===== src/rtl/logic_cell_cfg.svh =====
/*
 * Offsets, field positions, reset values and widths for the logic cell pair.
 * Assumes inclusion by bare name from the package and the design modules.
 */
`ifndef LOGIC_CELL_CFG_SVH
`define LOGIC_CELL_CFG_SVH

// register byte offsets on the APB slave
`define OFS_TABLE_A 8'h00
`define OFS_TABLE_B 8'h04
`define OFS_CONFIG 8'h08
`define OFS_CONTROL 8'h0C
`define OFS_STATUS 8'h10

// configuration register fields
`define CFG_GATE_LSB 0
`define CFG_GATE_MSB 7
`define CFG_CASC_LSB 8
`define CFG_CASC_MSB 11
`define CFG_SRC_LSB 12
`define CFG_SRC_MSB 13
`define CFG_ASET_BIT 14
`define CFG_MODE_LSB 16
`define CFG_MODE_MSB 17

// control and status fields
`define CTL_LOCK_BIT 0
`define STS_LOCK_BIT 0
`define STS_FFQ_BIT 1
`define STS_TOUT_BIT 2
`define STS_COUT_BIT 3

// reset values
`define RST_TABLE 16'h0000
`define RST_GATE 8'h00
`define RST_CASC 4'h0
`define RST_ASET 1'b0

`endif


===== src/rtl/logic_cell_pkg.sv =====
/*
 * Types shared by the logic cell pair and its testbench.
 * Assumes the constants header is on the include path.
 */
`include "logic_cell_cfg.svh"

package logic_cell_pkg;

    // how the two tables are combined into the result
    typedef enum logic [1:0] {
        MODE_SINGLE = 2'b00,
        MODE_MUX5 = 2'b01,
        MODE_WIDE = 2'b10,
        MODE_SPARE = 2'b11
    } comb_mode_type;

    // flip-flop data source
    typedef enum logic [1:0] {
        SRC_TABLE = 2'b00,
        SRC_CASCADE = 2'b01,
        SRC_DIRECT = 2'b10,
        SRC_SPARE = 2'b11
    } ff_src_type;

endpackage : logic_cell_pkg


===== src/rtl/four_input_table.sv =====
/*
 * Lookup of one bit from a configured truth table, indexed by the inputs.
 * Assumes the table contents are held stable by the instantiating module.
 */
`timescale 1ns/10ps

module four_input_table #(
    parameter int IN_W = 4
) (
    input wire logic [(1 << IN_W) - 1:0] table_bits,
    input wire logic [IN_W - 1:0] index,
    output wire logic result
);

    assign result = table_bits[index];

endmodule : four_input_table


===== src/rtl/logic_cell_pair.sv =====
/*
 * Two tandem logic cells with cascade logic and one cell flip-flop,
 * configured over APB during initialization and locked afterwards.
 * Assumes all inputs are synchronous to clk; the cell clock is sampled.
 */
`timescale 1ns/10ps
`include "logic_cell_cfg.svh"

module logic_cell_pair
    import logic_cell_pkg::*;
(
    input wire logic clk,
    input wire logic srst,
    input wire logic psel,
    input wire logic penable,
    input wire logic pwrite,
    input wire logic [7:0] paddr,
    input wire logic [31:0] pwdata,
    output logic [31:0] prdata,
    output logic pready,
    output logic pslverr,
    input wire logic [8:0] lookup_inputs,
    input wire logic cascade_in,
    input wire logic direct_ff_input,
    input wire logic cell_clock_in,
    input wire logic cell_clock_enable,
    input wire logic async_ctrl,
    output logic table_out,
    output logic cascade_out,
    output logic ff_q
);

    logic [15:0] table_a_reg;
    logic [15:0] table_a_next;
    logic [15:0] table_b_reg;
    logic [15:0] table_b_next;
    logic [7:0] gate_reg;
    logic [7:0] gate_next;
    logic [3:0] casc_reg;
    logic [3:0] casc_next;
    ff_src_type src_reg;
    ff_src_type src_next;
    logic aset_reg;
    logic aset_next;
    comb_mode_type mode_reg;
    comb_mode_type mode_next;
    logic locked_reg;
    logic locked_next;
    logic clk_prev_reg;
    logic ff_q_next;

    // bus decode
    wire access = psel && penable && !pready;
    wire wr = access && pwrite;
    wire hit_a = (paddr == `OFS_TABLE_A);
    wire hit_b = (paddr == `OFS_TABLE_B);
    wire hit_cfg = (paddr == `OFS_CONFIG);
    wire hit_ctl = (paddr == `OFS_CONTROL);
    wire hit_sts = (paddr == `OFS_STATUS);
    wire hit_cfg_any = hit_a || hit_b || hit_cfg;
    wire mapped = hit_cfg_any || hit_ctl || hit_sts;
    // configuration writes after lock are refused, not silently stored
    wire cfg_wr_ok = wr && hit_cfg_any && !locked_reg;
    wire err = access && (!mapped || (pwrite && (hit_cfg_any && locked_reg || hit_sts)));

    // lookup datapath
    wire fa;
    wire fb;
    wire fgate;
    wire casc_out_w;
    wire [3:0] idx_b = (mode_reg == MODE_WIDE) ? lookup_inputs[7:4] : lookup_inputs[3:0];

    four_input_table #(.IN_W(4)) u_table_a (
        .table_bits(table_a_reg),
        .index(lookup_inputs[3:0]),
        .result(fa)
    );

    four_input_table #(.IN_W(4)) u_table_b (
        .table_bits(table_b_reg),
        .index(idx_b),
        .result(fb)
    );

    // wide mode: a three-input gate of both results and a ninth input
    four_input_table #(.IN_W(3)) u_gate (
        .table_bits(gate_reg),
        .index({lookup_inputs[8], fb, fa}),
        .result(fgate)
    );

    wire mux5 = lookup_inputs[4] ? fb : fa;
    wire result = (mode_reg == MODE_MUX5) ? mux5 :
                  (mode_reg == MODE_WIDE) ? fgate : fa;

    four_input_table #(.IN_W(2)) u_cascade (
        .table_bits(casc_reg),
        .index({cascade_in, result}),
        .result(casc_out_w)
    );

    // flip-flop data select and cell clock edge
    wire ff_d = (src_reg == SRC_CASCADE) ? cascade_in :
                (src_reg == SRC_DIRECT) ? direct_ff_input : result;
    wire cell_edge = cell_clock_in && !clk_prev_reg;
    wire capture = cell_edge && cell_clock_enable;

    // async control wins over any capture; it is sampled, so it acts next clk
    always_comb begin
        if (async_ctrl) begin
            ff_q_next = aset_reg;
        end else if (capture) begin
            ff_q_next = ff_d;
        end else begin
            ff_q_next = ff_q;
        end
    end

    always_comb begin
        table_a_next = table_a_reg;
        table_b_next = table_b_reg;
        gate_next = gate_reg;
        casc_next = casc_reg;
        src_next = src_reg;
        aset_next = aset_reg;
        mode_next = mode_reg;
        locked_next = locked_reg;
        if (cfg_wr_ok && hit_a) begin
            table_a_next = pwdata[15:0];
        end
        if (cfg_wr_ok && hit_b) begin
            table_b_next = pwdata[15:0];
        end
        if (cfg_wr_ok && hit_cfg) begin
            gate_next = pwdata[`CFG_GATE_MSB:`CFG_GATE_LSB];
            casc_next = pwdata[`CFG_CASC_MSB:`CFG_CASC_LSB];
            src_next = ff_src_type'(pwdata[`CFG_SRC_MSB:`CFG_SRC_LSB]);
            aset_next = pwdata[`CFG_ASET_BIT];
            mode_next = comb_mode_type'(pwdata[`CFG_MODE_MSB:`CFG_MODE_LSB]);
        end
        // lock ends initialization and only reset clears it
        if (wr && hit_ctl && pwdata[`CTL_LOCK_BIT]) begin
            locked_next = 1'b1;
        end
    end

    wire [31:0] cfg_word = {14'h0000, mode_reg, 1'b0, aset_reg, src_reg, casc_reg, gate_reg};
    wire [31:0] sts_word = {28'h000_0000, cascade_out, table_out, ff_q, locked_reg};
    wire [31:0] rd_word = hit_a ? {16'h0000, table_a_reg} :
                          hit_b ? {16'h0000, table_b_reg} :
                          hit_cfg ? cfg_word :
                          hit_ctl ? {31'h0000_0000, locked_reg} :
                          hit_sts ? sts_word : 32'h0000_0000;

    always_ff @(posedge clk) begin
        if (srst) begin
            table_a_reg <= `RST_TABLE;
            table_b_reg <= `RST_TABLE;
            gate_reg <= `RST_GATE;
            casc_reg <= `RST_CASC;
            src_reg <= SRC_TABLE;
            aset_reg <= `RST_ASET;
            mode_reg <= MODE_SINGLE;
            locked_reg <= 1'b0;
        end else begin
            table_a_reg <= table_a_next;
            table_b_reg <= table_b_next;
            gate_reg <= gate_next;
            casc_reg <= casc_next;
            src_reg <= src_next;
            aset_reg <= aset_next;
            mode_reg <= mode_next;
            locked_reg <= locked_next;
        end
    end

    always_ff @(posedge clk) begin
        if (srst) begin
            clk_prev_reg <= 1'b0;
            ff_q <= 1'b0;
            table_out <= 1'b0;
            cascade_out <= 1'b0;
        end else begin
            clk_prev_reg <= cell_clock_in;
            ff_q <= ff_q_next;
            table_out <= result;
            cascade_out <= casc_out_w;
        end
    end

    // one wait state: pready rises one cycle into the access phase
    always_ff @(posedge clk) begin
        if (srst) begin
            pready <= 1'b0;
            pslverr <= 1'b0;
            prdata <= 32'h0000_0000;
        end else begin
            pready <= access;
            pslverr <= err;
            prdata <= (access && !pwrite) ? rd_word : 32'h0000_0000;
        end
    end

    AST_SINGLE_FUNC: assert property (@(posedge clk) disable iff (srst)
        (mode_reg == MODE_SINGLE) |=> (table_out == $past(fa)))
        else $error("single mode output differs from table a");

    AST_ROM16: assert property (@(posedge clk) disable iff (srst)
        (mode_reg == MODE_SINGLE) && $stable(table_a_reg)
        |=> (table_out == $past(table_a_reg[lookup_inputs[3:0]])))
        else $error("rom16 read returned wrong location");

    AST_ROM32: assert property (@(posedge clk) disable iff (srst)
        (mode_reg == MODE_MUX5)
        |=> (table_out == $past(lookup_inputs[4] ? table_b_reg[lookup_inputs[3:0]]
                                                 : table_a_reg[lookup_inputs[3:0]])))
        else $error("five input result wrong");

    AST_WIDE: assert property (@(posedge clk) disable iff (srst)
        (mode_reg == MODE_WIDE)
        |=> (table_out == $past(gate_reg[{lookup_inputs[8], table_b_reg[lookup_inputs[7:4]],
                                          table_a_reg[lookup_inputs[3:0]]}])))
        else $error("wide function result wrong");

    AST_LOCKED_FIXED: assert property (@(posedge clk) disable iff (srst)
        locked_reg |=> ($stable(table_a_reg) && $stable(table_b_reg) && $stable(gate_reg)))
        else $error("table changed after lock");

    AST_LOCK_ERR: assert property (@(posedge clk) disable iff (srst)
        (access && pwrite && hit_a && locked_reg) |=> (pready && pslverr))
        else $error("locked table write not refused");

    AST_CASCADE: assert property (@(posedge clk) disable iff (srst)
        1'b1 |=> (cascade_out == $past(casc_reg[{cascade_in, result}])))
        else $error("cascade out wrong");

    AST_CAPTURE: assert property (@(posedge clk) disable iff (srst)
        (!async_ctrl && !clk_prev_reg && cell_clock_in && cell_clock_enable)
        |=> (ff_q == $past(ff_d)))
        else $error("enabled edge did not capture");

    AST_HOLD: assert property (@(posedge clk) disable iff (srst)
        (!async_ctrl && !(cell_clock_in && !clk_prev_reg && cell_clock_enable)) |=> $stable(ff_q))
        else $error("flip-flop changed without enabled edge");

    AST_ASYNC_FORCE: assert property (@(posedge clk) disable iff (srst)
        async_ctrl |=> (ff_q == $past(aset_reg)))
        else $error("async control did not force value");

    AST_DIRECT_SRC: assert property (@(posedge clk) disable iff (srst)
        (!async_ctrl && capture && src_reg == SRC_DIRECT) |=> (ff_q == $past(direct_ff_input)))
        else $error("direct input not captured");

    AST_LOCK_STICKY: assert property (@(posedge clk) disable iff (srst)
        locked_reg |=> (locked_reg && $stable(src_reg) && $stable(aset_reg) && $stable(mode_reg)))
        else $error("configuration changed after lock");

    AST_OVERRIDE: assert property (@(posedge clk) disable iff (srst)
        async_ctrl [*2] ##0 $stable(aset_reg) |=> (ff_q == $past(aset_reg)) && $stable(ff_q))
        else $error("clock activity disturbed forced value");

endmodule : logic_cell_pair


===== config.mk =====
export PLATFORM = sky130hd
export DESIGN_NAME = logic_cell_pair
export DESIGN_NICKNAME = d
export VERILOG_FILES = /design/src/rtl/logic_cell_pkg.sv /design/src/rtl/four_input_table.sv /design/src/rtl/logic_cell_pair.sv
export VERILOG_INCLUDE_DIRS = /design/src /design/src/rtl
export SDC_FILE = /design/constraint.sdc
export NUM_CORES = 1
export LEC_CHECK = 0
export BUFFER_PORTS_ARGS = -buffer_cell sky130_fd_sc_hd__buf_2
export CAP_MARGIN = 20
export CORE_ASPECT_RATIO = 1.75
export CORE_MARGIN = 3
export CORE_UTILIZATION = 51
export DETAILED_ROUTE_END_ITERATION = 8
export GPL_TIMING_DRIVEN = 1
export PLACE_DENSITY = 0.83
export SYNTH_ARGS = -nofsm -noshare
export SYNTH_HDL_FRONTEND = slang
export SYNTH_SLANG_ARGS = --single-unit

===== constraint.sdc =====
create_clock -name clk -period 3.75 [get_ports clk]
set_clock_uncertainty 0.1 [all_clocks]
set_input_delay 0.1875 -clock clk [delete_from_list [all_inputs] [get_ports clk]]
set_output_delay 0.1875 -clock clk [all_outputs]
set_load 0.1 [all_outputs]

==> flow_metrics.env, run 1 <==
export IMPL_rsz0062_at_grt="false"
export IMPL_power_per_cell_area_nw_per_um2=402
export IMPL_n_antenna_cell=0
export IMPL_critPathCaptureType="flop"
export IMPL_maxUsedRoutingLayer="met4"
export IMPL_endpoint="cascade_out$_SDFF_PP0_"
export IMPL_clock_path_buffers=2
export IMPL_postCtsSetupRepairBufs=0
export IMPL_reg2regPathDepth=9
export IMPL_clk_root_buffer_cell="clkbuf_16"
export IMPL_netlist_area_um2=3670
export IMPL_status="finished, final reports clean"
export IMPL_fmax_ghz=0.356
export IMPL_synth_ff_type="dfxtp_1"
export IMPL_finalHoldViolCount=0
export IMPL_cts_repair_resized=0
export IMPL_fp_dieH_um=118
export IMPL_cts_sinks=74
export IMPL_worst_slack_ns=0.937
export IMPL_ys_types=42
export IMPL_ir_drop_v=0.000245
export IMPL_wl_met2_mm=4.82
export IMPL_io_buffers=67
export IMPL_finalSetupViolCount=0
export IMPL_syn_inst=429
export IMPL_grt_max_degree=58
export IMPL_critPathRequiredTime_ns=3.85
export IMPL_fin_crit_sh_pct=75.0
export IMPL_die_x_um=70.1
export IMPL_synth_edf_count=0
export IMPL_wl_per_cell_um=16.5
export IMPL_timing_rr_start="mode_reg[1]$_SDFFE_PP0P_"
export IMPL_rows=40
export IMPL_gp_congestion=0.922
export IMPL_final_cell_mix="dfxtp_1, buf_2, nor2_1"
export IMPL_final_setup_tns_ns=0
export IMPL_postSynthAreaPerCell_um2=8.55
export IMPL_r2r_end="cascade_out$_SDFF_PP0_"
export IMPL_htree_levels=3
export IMPL_drtPass1Iterations=5
export IMPL_cts_buffers_inserted=9
export IMPL_drv_slew=0
export IMPL_core_area_um2=6910
export IMPL_grt_first_pass_wirelength_mm=15.4
export IMPL_area_delta_synth_final_pct=15.6
export IMPL_routed_wl_mm=9.48
export IMPL_die_area_um2=8290
export IMPL_dp_cells=556
export IMPL_final_layout_size_suffix_gt1_share_pct=18.0
export IMPL_slew_headroom_pct=29.6
export IMPL_grt_overflow=0
export IMPL_period_needed_ns=2.81
export IMPL_cts_clk_slew_worst_paths_ns=0.05
export IMPL_vias=3262
export IMPL_route_detailed_drc=0
export IMPL_path_class="flop to flop"
export IMPL_ys_seq_elements=74
export IMPL_arrival_ns=2.91
export IMPL_drv_cap=0
export IMPL_largest_reg_flops=18
export IMPL_io_pins=96
export IMPL_startpoint_type="flop"
export IMPL_layout_commonest_cell="dfxtp_1"
export IMPL_ff2ff_setup_slack_ns=0.94
export IMPL_dr_wl_met3_um=622
export IMPL_drtIter0Drc=341
export IMPL_yosys_warnings=0
export IMPL_post_place_ws_ns=0.981
export IMPL_initial_utilization_pct=53.1
export IMPL_place_area_um2=3970
export IMPL_wl_met1_mm=3.61
export IMPL_fin_cells=573
export IMPL_p_leak_nw=1.98
export IMPL_grt_pass1_vias=3131
export IMPL_ant_nets=0
export IMPL_nets=544
export IMPL_worstSetupStartpoint="mode_reg[1]$_SDFFE_PP0P_"
export IMPL_worst_slew_pin_slew_ns=1.06
export IMPL_grt_usage_pct=23.5
export IMPL_antenna_found_initial=0
export IMPL_synth_seq_area_share_pct=40.4
export IMPL_clock_latency_ns=0.34
export IMPL_post_route_cell_area_um2=4240
export IMPL_async_reset_ff_share_pct=0
export IMPL_cts_tree="done"
export IMPL_vias_per_cell=5.69
export IMPL_crit_fanout=11
export IMPL_hold_class="input port to flop"
export IMPL_dp_hpwl_mm=6.95
[where the power goes]
part           total [mW]  switching (mW)  internal, mW
combinational       0.165           0.128        0.0378
clock               0.750           0.309         0.441
sequential          0.789         0.00108         0.788
[layout make-up]
class	count	area (um^2)
timing repair buffer	72	378
tap	84	105
inverter	6	22.5
clock buffer	12	236
sequential	74	1480
fill	606	2660
multi-input combinational	322	2000
clock inverter	3	17.5
[what timing repair did]
action | in CTS | in global routing
endpoints found under the hold margin | 2 | 0
endpoints found under the setup margin | 0 | 0
hold buffers | 2 | 0
[worst max-delay path, cell delays in order (launching register included)]
cell	delay, ns
dfxtp_1	0.43
nor2b_1	0.16
buf_4	0.19
mux2i_1	0.31
mux2i_1	0.23
a221oi_1	0.14
o32ai_1	0.40
and3_1	0.27
mux4_1	0.29
nor2b_4	0.13
[Yosys cell counts (all sizes together), types with 4 or more instances]
cell,count,area (um^2)
and3,5,31.3
o21ai,9,45.0
a21oi,48,240
nor3,4,20.0
clkbuf,22,82.6
nand3,4,20.0
inv,6,22.5
mux4,7,176
nor4,4,25.0
nor2b,5,38.8
buf,18,130
nand2,60,225
nand2b,13,81.3
mux2i,58,581
dfxtp,74,1480
nor2,65,244
[layer usage]
| metal | global-route usage [%] | vias to the layer above |
|---|---|---|
| met5 | 0 | - |
| met4 | 13.3 | 0 |
| met3 | 5.70 | 32 |
| met2 | 40.5 | 158 |
| li1 | - | 1567 |
| met1 | 25.8 | 1505 |
[kinds of logic after synthesis]
family,synth area share (%)
multiplexers,21.7
other,0.102
buffers and inverters,6.41
AND/OR/NAND/NOR,20.6
flip-flops,40.4
AO/OA/AOI/OAI,10.9
[per-stage QoR]
step	util [%]	total power [mW]	hold slack, ns
6_report	61.4	1.70	0.0136
3_5_place_dp	57.5	0.966	0.319
2_1_floorplan	-	0.936	0.172
5_1_grt	61.4	1.76	0.0107
4_1_cts	61.4	1.71	0.0104
3_3_place_gp	57.5	0.964	0.319
[worst min-delay path by stage]
stage          cells past startpoint                      endpoint     startpoint
6_report                           3      mode_reg[0]$_SDFFE_PP0P_     pwdata[16]
5_1_grt                            3      mode_reg[0]$_SDFFE_PP0P_     pwdata[16]
4_1_cts                            3  table_b_reg[15]$_SDFFE_PP0P_     pwdata[15]
3_5_place_dp                       2       clk_prev_reg$_SDFF_PP0_  cell_clock_in
3_3_place_gp                       2       clk_prev_reg$_SDFF_PP0_  cell_clock_in
2_1_floorplan                      1             pready$_SDFF_PP0_           srst
(Power assumes the default switching activity.)
==> run 2, diff against run 1 <==
ABC_AREA = 1   (was not set)
clock period = 2.9 ns   (was 3.75 ns; I/O delays follow)
==> flow_metrics.env, run 2 <==
export IMPL_period_needed_ns=2.41
export IMPL_critPathRequiredTime_ns=3.06
export IMPL_hold_class="input port to flop"
export IMPL_seqPwrFrac_pct=39.0
export IMPL_switching_share_pct=24.6
export IMPL_p_leak_nw=2.03
export IMPL_vias=3713
export IMPL_postCtsSetupRepairBufs=0
export IMPL_layout_commonest_cell="inv_1"
export IMPL_clock_path_buffers=2
export IMPL_vias_per_cell=5.58
export IMPL_cts_buffers_inserted=9
export IMPL_ir_drop_v=0.000553
export IMPL_gp_congestion=0.925
export IMPL_crit_fanout=12
export IMPL_final_layout_size_suffix_gt1_share_pct=26.2
export IMPL_io_pins=96
export IMPL_drv_slew=0
export IMPL_n_antenna_cell=0
export IMPL_worst_slack_ns=0.492
export IMPL_io_buffers=67
export IMPL_worst_slew_pin_slew_ns=0.797
export IMPL_drtIter0Drc=385
export IMPL_slew_headroom_pct=46.7
export IMPL_ff2ff_setup_slack_ns=0.49
export IMPL_critPathCaptureType="flop"
export IMPL_postSynthAreaPerCell_um2=7.77
export IMPL_antenna_found_initial=0
export IMPL_fin_cells=666
export IMPL_final_setup_tns_ns=0
export IMPL_core_area_um2=7280
export IMPL_synth_area_leaders="dfxtp_1, a211oi_2, inv_1, nand3_1, nor2_1"
export IMPL_pwr_share_clk_pct=50.0
export IMPL_post_route_cell_area_um2=4680
export IMPL_async_reset_ff_share_pct=0
export IMPL_largest_reg_flops=18
export IMPL_wl_per_cell_um=16.4
export IMPL_grt_usage_pct=26.0
export IMPL_rows=41
export IMPL_finalSetupViolCount=0
export IMPL_internal_power_mw=1.98
export IMPL_grt_max_degree=35
export IMPL_fmax_ghz=0.415
export IMPL_ant_nets=0
export IMPL_area_delta_synth_final_pct=21.1
export IMPL_place_area_um2=4150
export IMPL_route_detailed_drc=0
export IMPL_synth_largest_area_cell="dfxtp_1"
export IMPL_path_class="flop to flop"
export IMPL_ys_types=38
export IMPL_netlist_area_um2=3860
export IMPL_routed_wl_mm=10.9
export IMPL_fin_crit_sh_pct=83.0
export IMPL_rsz0062_at_grt="false"
export IMPL_die_area_um2=8700
export IMPL_grt_first_pass_wirelength_mm=17.2
export IMPL_comb_power_share_pct=11.0
export IMPL_yosysMostFrequentCell="inv_1"
export IMPL_grt_overflow=0
export IMPL_nFillCells=597
export IMPL_cts_clk_slew_worst_paths_ns=0.06
export IMPL_yosys_warnings=0
export IMPL_status="finished, final reports clean"
export IMPL_drv_cap=0
export IMPL_clk_root_buffer_cell="clkbuf_16"
export IMPL_arrival_ns=2.57
export IMPL_post_place_ws_ns=0.443
export IMPL_fp_dieH_um=121
export IMPL_nets=634
export IMPL_finalHoldViolCount=0
export IMPL_yosys_top_cells_count="inv_1, dfxtp_1, nor2_1"
export IMPL_clock_latency_ns=0.35
export IMPL_die_x_um=71.8
export IMPL_dp_hpwl_mm=7.50
export IMPL_grt_pass1_vias=3674
export IMPL_syn_inst=497
export IMPL_final_core_util_pct=64.2
export IMPL_cts_tree="done"
export IMPL_dp_cells=632
export IMPL_startpoint_type="flop"
export IMPL_cts_sinks=74
export IMPL_synth_ff_type="dfxtp_1"
export IMPL_synth_edf_count=0
export IMPL_htree_levels=3
export IMPL_drtPass1Iterations=5
export IMPL_power_per_cell_area_nw_per_um2=561
export IMPL_cts_repair_resized=0
export IMPL_initial_utilization_pct=53.0
export IMPL_synth_seq_area_share_pct=38.3
export IMPL_final_cell_mix="inv_1, dfxtp_1, buf_2"
export IMPL_yosysTopAreaCellShare_pct=38.3
export IMPL_ys_seq_elements=74
export IMPL_p_sw_mw=0.647
==> run 2: cell types whose count changed after synthesis, sizes merged, moves of 19 or more <==
cell,change
a211oi,+29
nand2,-19
nand3,+44
mux2i,-58
inv,+93
o21ai,+35
==> run 2: per-layer routing <==
layer / GRT usage [%] / vias to the layer above / wire length [um]
met5: 0 / - / 0
met4: 19.3 / 0 / 613
met3: 4.06 / 50 / 710
met2: 44.1 / 194 / 5620
met1: 28.3 / 1700 / 3970
li1: - / 1769 / -
==> run 2: cells by family (layout without fill, tap and decap cells) <==
group	after synthesis	after routing	share of synthesized area (%)
AND/OR/NAND/NOR	157	157	20.7
flip-flops	74	74	38.3
other	1	14	0.0971
buffers and inverters	133	203	15.7
AO/OA/AOI/OAI	132	132	25.1
==> run 2: timing repair <==
| item | CTS | global route |
|---|---|---|
| hold endpoints to repair | 18 | 0 |
| hold buffers | 18 | 0 |
| endpoints found under the setup margin | 0 | 0 |
==> run 2: cell type report <==
cell class,count,area [um^2],share of cell area (%)
multi-input combinational,303,1820,39.0
tap,86,108,2.30
inverter,99,374,8.00
clock inverter,5,100,2.14
clock buffer,11,253,5.40
timing repair buffer,88,538,11.5
sequential,74,1480,31.7
==> run 2: stage by stage <==
| step | power, mW | hold slack, ns |
|---|---|---|
| after detailed placement | 1.31 | 0.269 |
| after global placement | 1.31 | 0.262 |
| after CTS | 2.63 | 0.0326 |
| after global routing | 2.68 | 0.0419 |
| after floorplan | 1.26 | 0.128 |
| final | 2.63 | 0.0317 |
==> run 2: final timing paths <==
kind / start / to / cells after the start
max: mode_reg[1]$_SDFFE_PP0P_ / cascade_out$_SDFF_PP0_ / 14
min: penable / pready$_SDFF_PP0_ / 5
max reg2reg: mode_reg[1]$_SDFFE_PP0P_ / cascade_out$_SDFF_PP0_ / 14
min reg2reg: table_b_reg[2]$_SDFFE_PP0P_ / table_b_reg[2]$_SDFFE_PP0P_ / 2
==> run 2: power by group through the flow <==
stage	Sequential, mW	Clock, mW	Combinational [mW]
2_1_floorplan	1.07	0	0.184
3_3_place_gp	1.05	0	0.259
3_5_place_dp	1.05	0	0.264
4_1_cts	1.02	1.32	0.285
5_1_grt	1.02	1.35	0.304
6_report	1.02	1.31	0.288
==> run 2: critical path, cell delays in order (launching register included) <==
cell	delay, ns
dfxtp_1	0.44
nand2_2	0.29
o21ai_2	0.30
nand3_1	0.13
nand3_1	0.11
nand3_2	0.10
nand2_2	0.11
nand2_1	0.06
nand3_1	0.08
nand2_1	0.07
nand2_2	0.09
nand2_2	0.08
nand2_1	0.06
nand3_1	0.07
a21oi_1	0.22
==> run 3, diff against run 2 <==
CORE_UTILIZATION = 48   (was 51)
PLACE_DENSITY = 0.82   (was 0.83)
clock period = 2.2 ns   (was 2.9 ns; I/O delays follow)
==> flow_metrics.env, run 3 (same netlist as run 2, synthesis figures left out) <==
export IMPL_max_stage_delay_ns=0.33
export IMPL_fin_crit_sh_pct=105
export IMPL_dp_cells=641
export IMPL_cts_sinks=74
export IMPL_ant_nets=0
export IMPL_cpMaxStageDelayCell="dfxtp_2"
export IMPL_status="finished with violations"
export IMPL_final_core_util_pct=65.0
export IMPL_reg2regPathDepth=17
export IMPL_dp_hpwl_mm=7.40
export IMPL_finalSetupViolCount=2
export IMPL_r2r_end="ff_q$_SDFFE_PP0P_"
export IMPL_critPathRequiredTime_ns=2.30
export IMPL_nets=654
export IMPL_met1_usage_pct=26.5
export IMPL_grt_overflow=0
export IMPL_post_route_cell_area_um2=4990
export IMPL_wl_per_cell_um=18.0
export IMPL_path_class="flop to flop"
export IMPL_rows=42
export IMPL_fp_dieH_um=125
export IMPL_clk_root_buffer_cell="clkbuf_16"
export IMPL_fin_cells=688
export IMPL_violations="negative hold slack, negative setup slack"
export IMPL_multiInputGateArea_um2=1970
export IMPL_worstSetupStartpoint="mode_reg[0]$_SDFFE_PP0P_"
export IMPL_cts_buffers_inserted=9
export IMPL_period_needed_ns=2.31
export IMPL_route_detailed_drc=0
export IMPL_grt_max_degree=39
export IMPL_cts_clk_slew_worst_paths_ns=0.06
export IMPL_htree_levels=3
export IMPL_io_pins=96
export IMPL_drtPass1Iterations=5
export IMPL_die_area_um2=9200
export IMPL_initial_utilization_pct=50.4
export IMPL_core_area_um2=7670
export IMPL_holdPathStages=4
export IMPL_fmax_ghz=0.432
export IMPL_timing_rr_start="mode_reg[0]$_SDFFE_PP0P_"
export IMPL_drv_slew=0
export IMPL_final_layout_size_suffix_gt1_share_pct=31.0
export IMPL_top_usage_layer="met2"
export IMPL_hp_start="async_ctrl"
export IMPL_hold_class="input port to flop"
export IMPL_grt_usage_pct=24.3
export IMPL_slew_headroom_pct=57.7
export IMPL_grt_first_pass_wirelength_mm=17.3
export IMPL_crit_path_cell_trace="inv_4, nand2_8, buf_8, o21ai_2, inv_1, nand3_1, nand3_2, nand2_4, nand2_1, nand3_1, nand2_1, nand2_2, nand2_4, nand2_2, nand2_2, nand2_2, a21oi_2"
export IMPL_place_area_um2=4200
export IMPL_routed_wl_mm=12.4
export IMPL_cp_common_cell="nand2_2"
export IMPL_arrival_ns=2.42
export IMPL_crit_fanout=5
export IMPL_clock_latency_ns=0.35
export IMPL_antenna_found_initial=0
export IMPL_n_antenna_cell=0
export IMPL_vias_per_cell=5.82
export IMPL_drtIter0Drc=430
export IMPL_critPathCaptureType="flop"
export IMPL_layout_commonest_cell="inv_1"
export IMPL_endpoint="ff_q$_SDFFE_PP0P_"
export IMPL_vias=4007
export IMPL_ff2ff_setup_slack_ns=-0.11
export IMPL_grt_use_met3_pct=4.44
export IMPL_nFillCells=578
export IMPL_largest_reg_flops=18
export IMPL_grt_pass1_vias=3734
export IMPL_power_per_cell_area_nw_per_um2=696
export IMPL_p_leak_nw=2.16
export IMPL_cts_tree="done"
export IMPL_ir_drop_v=0.000553
export IMPL_area_delta_synth_final_pct=29.1
export IMPL_worst_slew_pin_slew_ns=0.635
export IMPL_drv_cap=0
export IMPL_io_buffers=67
export IMPL_final_setup_tns_ns=-0.210
export IMPL_die_x_um=73.8
export IMPL_gp_congestion=0.938
export IMPL_startpoint_type="flop"
export IMPL_regArea_um2=1490
export IMPL_clock_path_buffers=2
export IMPL_final_cell_mix="inv_1, dfxtp_1, buf_2"
export IMPL_rsz0062_at_grt="true"
export IMPL_finalHoldViolCount=2
export IMPL_worst_slack_ns=-0.114
export IMPL_hold_slack_ns=-0.0113
export IMPL_use_met2_pct=41.3
[run 3: per-stage QoR]
step / power (mW) / setup slack (ns) / hold WS (ns)
2_1_floorplan: 1.66 / 0.132 / 0.0934
3_3_place_gp: 1.72 / 0.0590 / 0.202
3_5_place_dp: 1.73 / -0.0984 / 0.207
4_1_cts: 3.43 / 0.0544 / 0.00366
5_1_grt: 3.55 / -0.151 / 0.00889
6_report: 3.47 / -0.114 / -0.0113
[run 3: worst min-delay path by stage]
stage	end	slack, ns
3_3_place_gp	pready$_SDFF_PP0_	0.20
3_5_place_dp	pready$_SDFF_PP0_	0.21
2_1_floorplan	pready$_SDFF_PP0_	0.09
4_1_cts	pready$_SDFF_PP0_	0.004
5_1_grt	ff_q$_SDFFE_PP0P_	0.009
6_report	ff_q$_SDFFE_PP0P_	-0.01
[run 3: area by class of cell]
cell class              count  share of cell area [%]
repair buffers            107                    14.2
multi-input cells         304                    39.4
inverters                  99                    7.55
flip-flops and latches     74                    29.8
clock inverters             7                    2.33
well taps                  88                    2.21
clock buffers               9                    4.51
[run 3: layer usage]
layer / up-vias / routed length, um
met1: 1828 / 4140
met2: 278 / 6160
met3: 85 / 1080
met4: 0 / 987
li1: 1816 / -
met5: - / 0
[run 3: what timing repair did]
action | 4_1_cts | 5_1_grt
pin swaps | 0 | 11
resized for setup | 4 | 28
hold endpoints to repair | 29 | 0
endpoints found under the setup margin | 2 | 10
gates cloned | 0 | 1
hold buffers | 21 | 0
setup buffers | 0 | 9
[run 3: critical path, delay by kind of cell, from the launching register on]
| family | cells | cell delay, ns |
|---|---|---|
| DFF | 1 | 0.33 |
| buffers and inverters | 3 | 0.35 |
| and+or+nand+nor | 12 | 1.07 |
| AOI/OAI and AO/OA | 2 | 0.30 |
[run 3: power breakdown]
part	total [mW]	leakage, nW	internal [mW]	switching, mW
registers	1.35	0.598	1.34	0.00522
clock network	1.72	0.166	1.11	0.609
logic	0.408	1.40	0.108	0.301
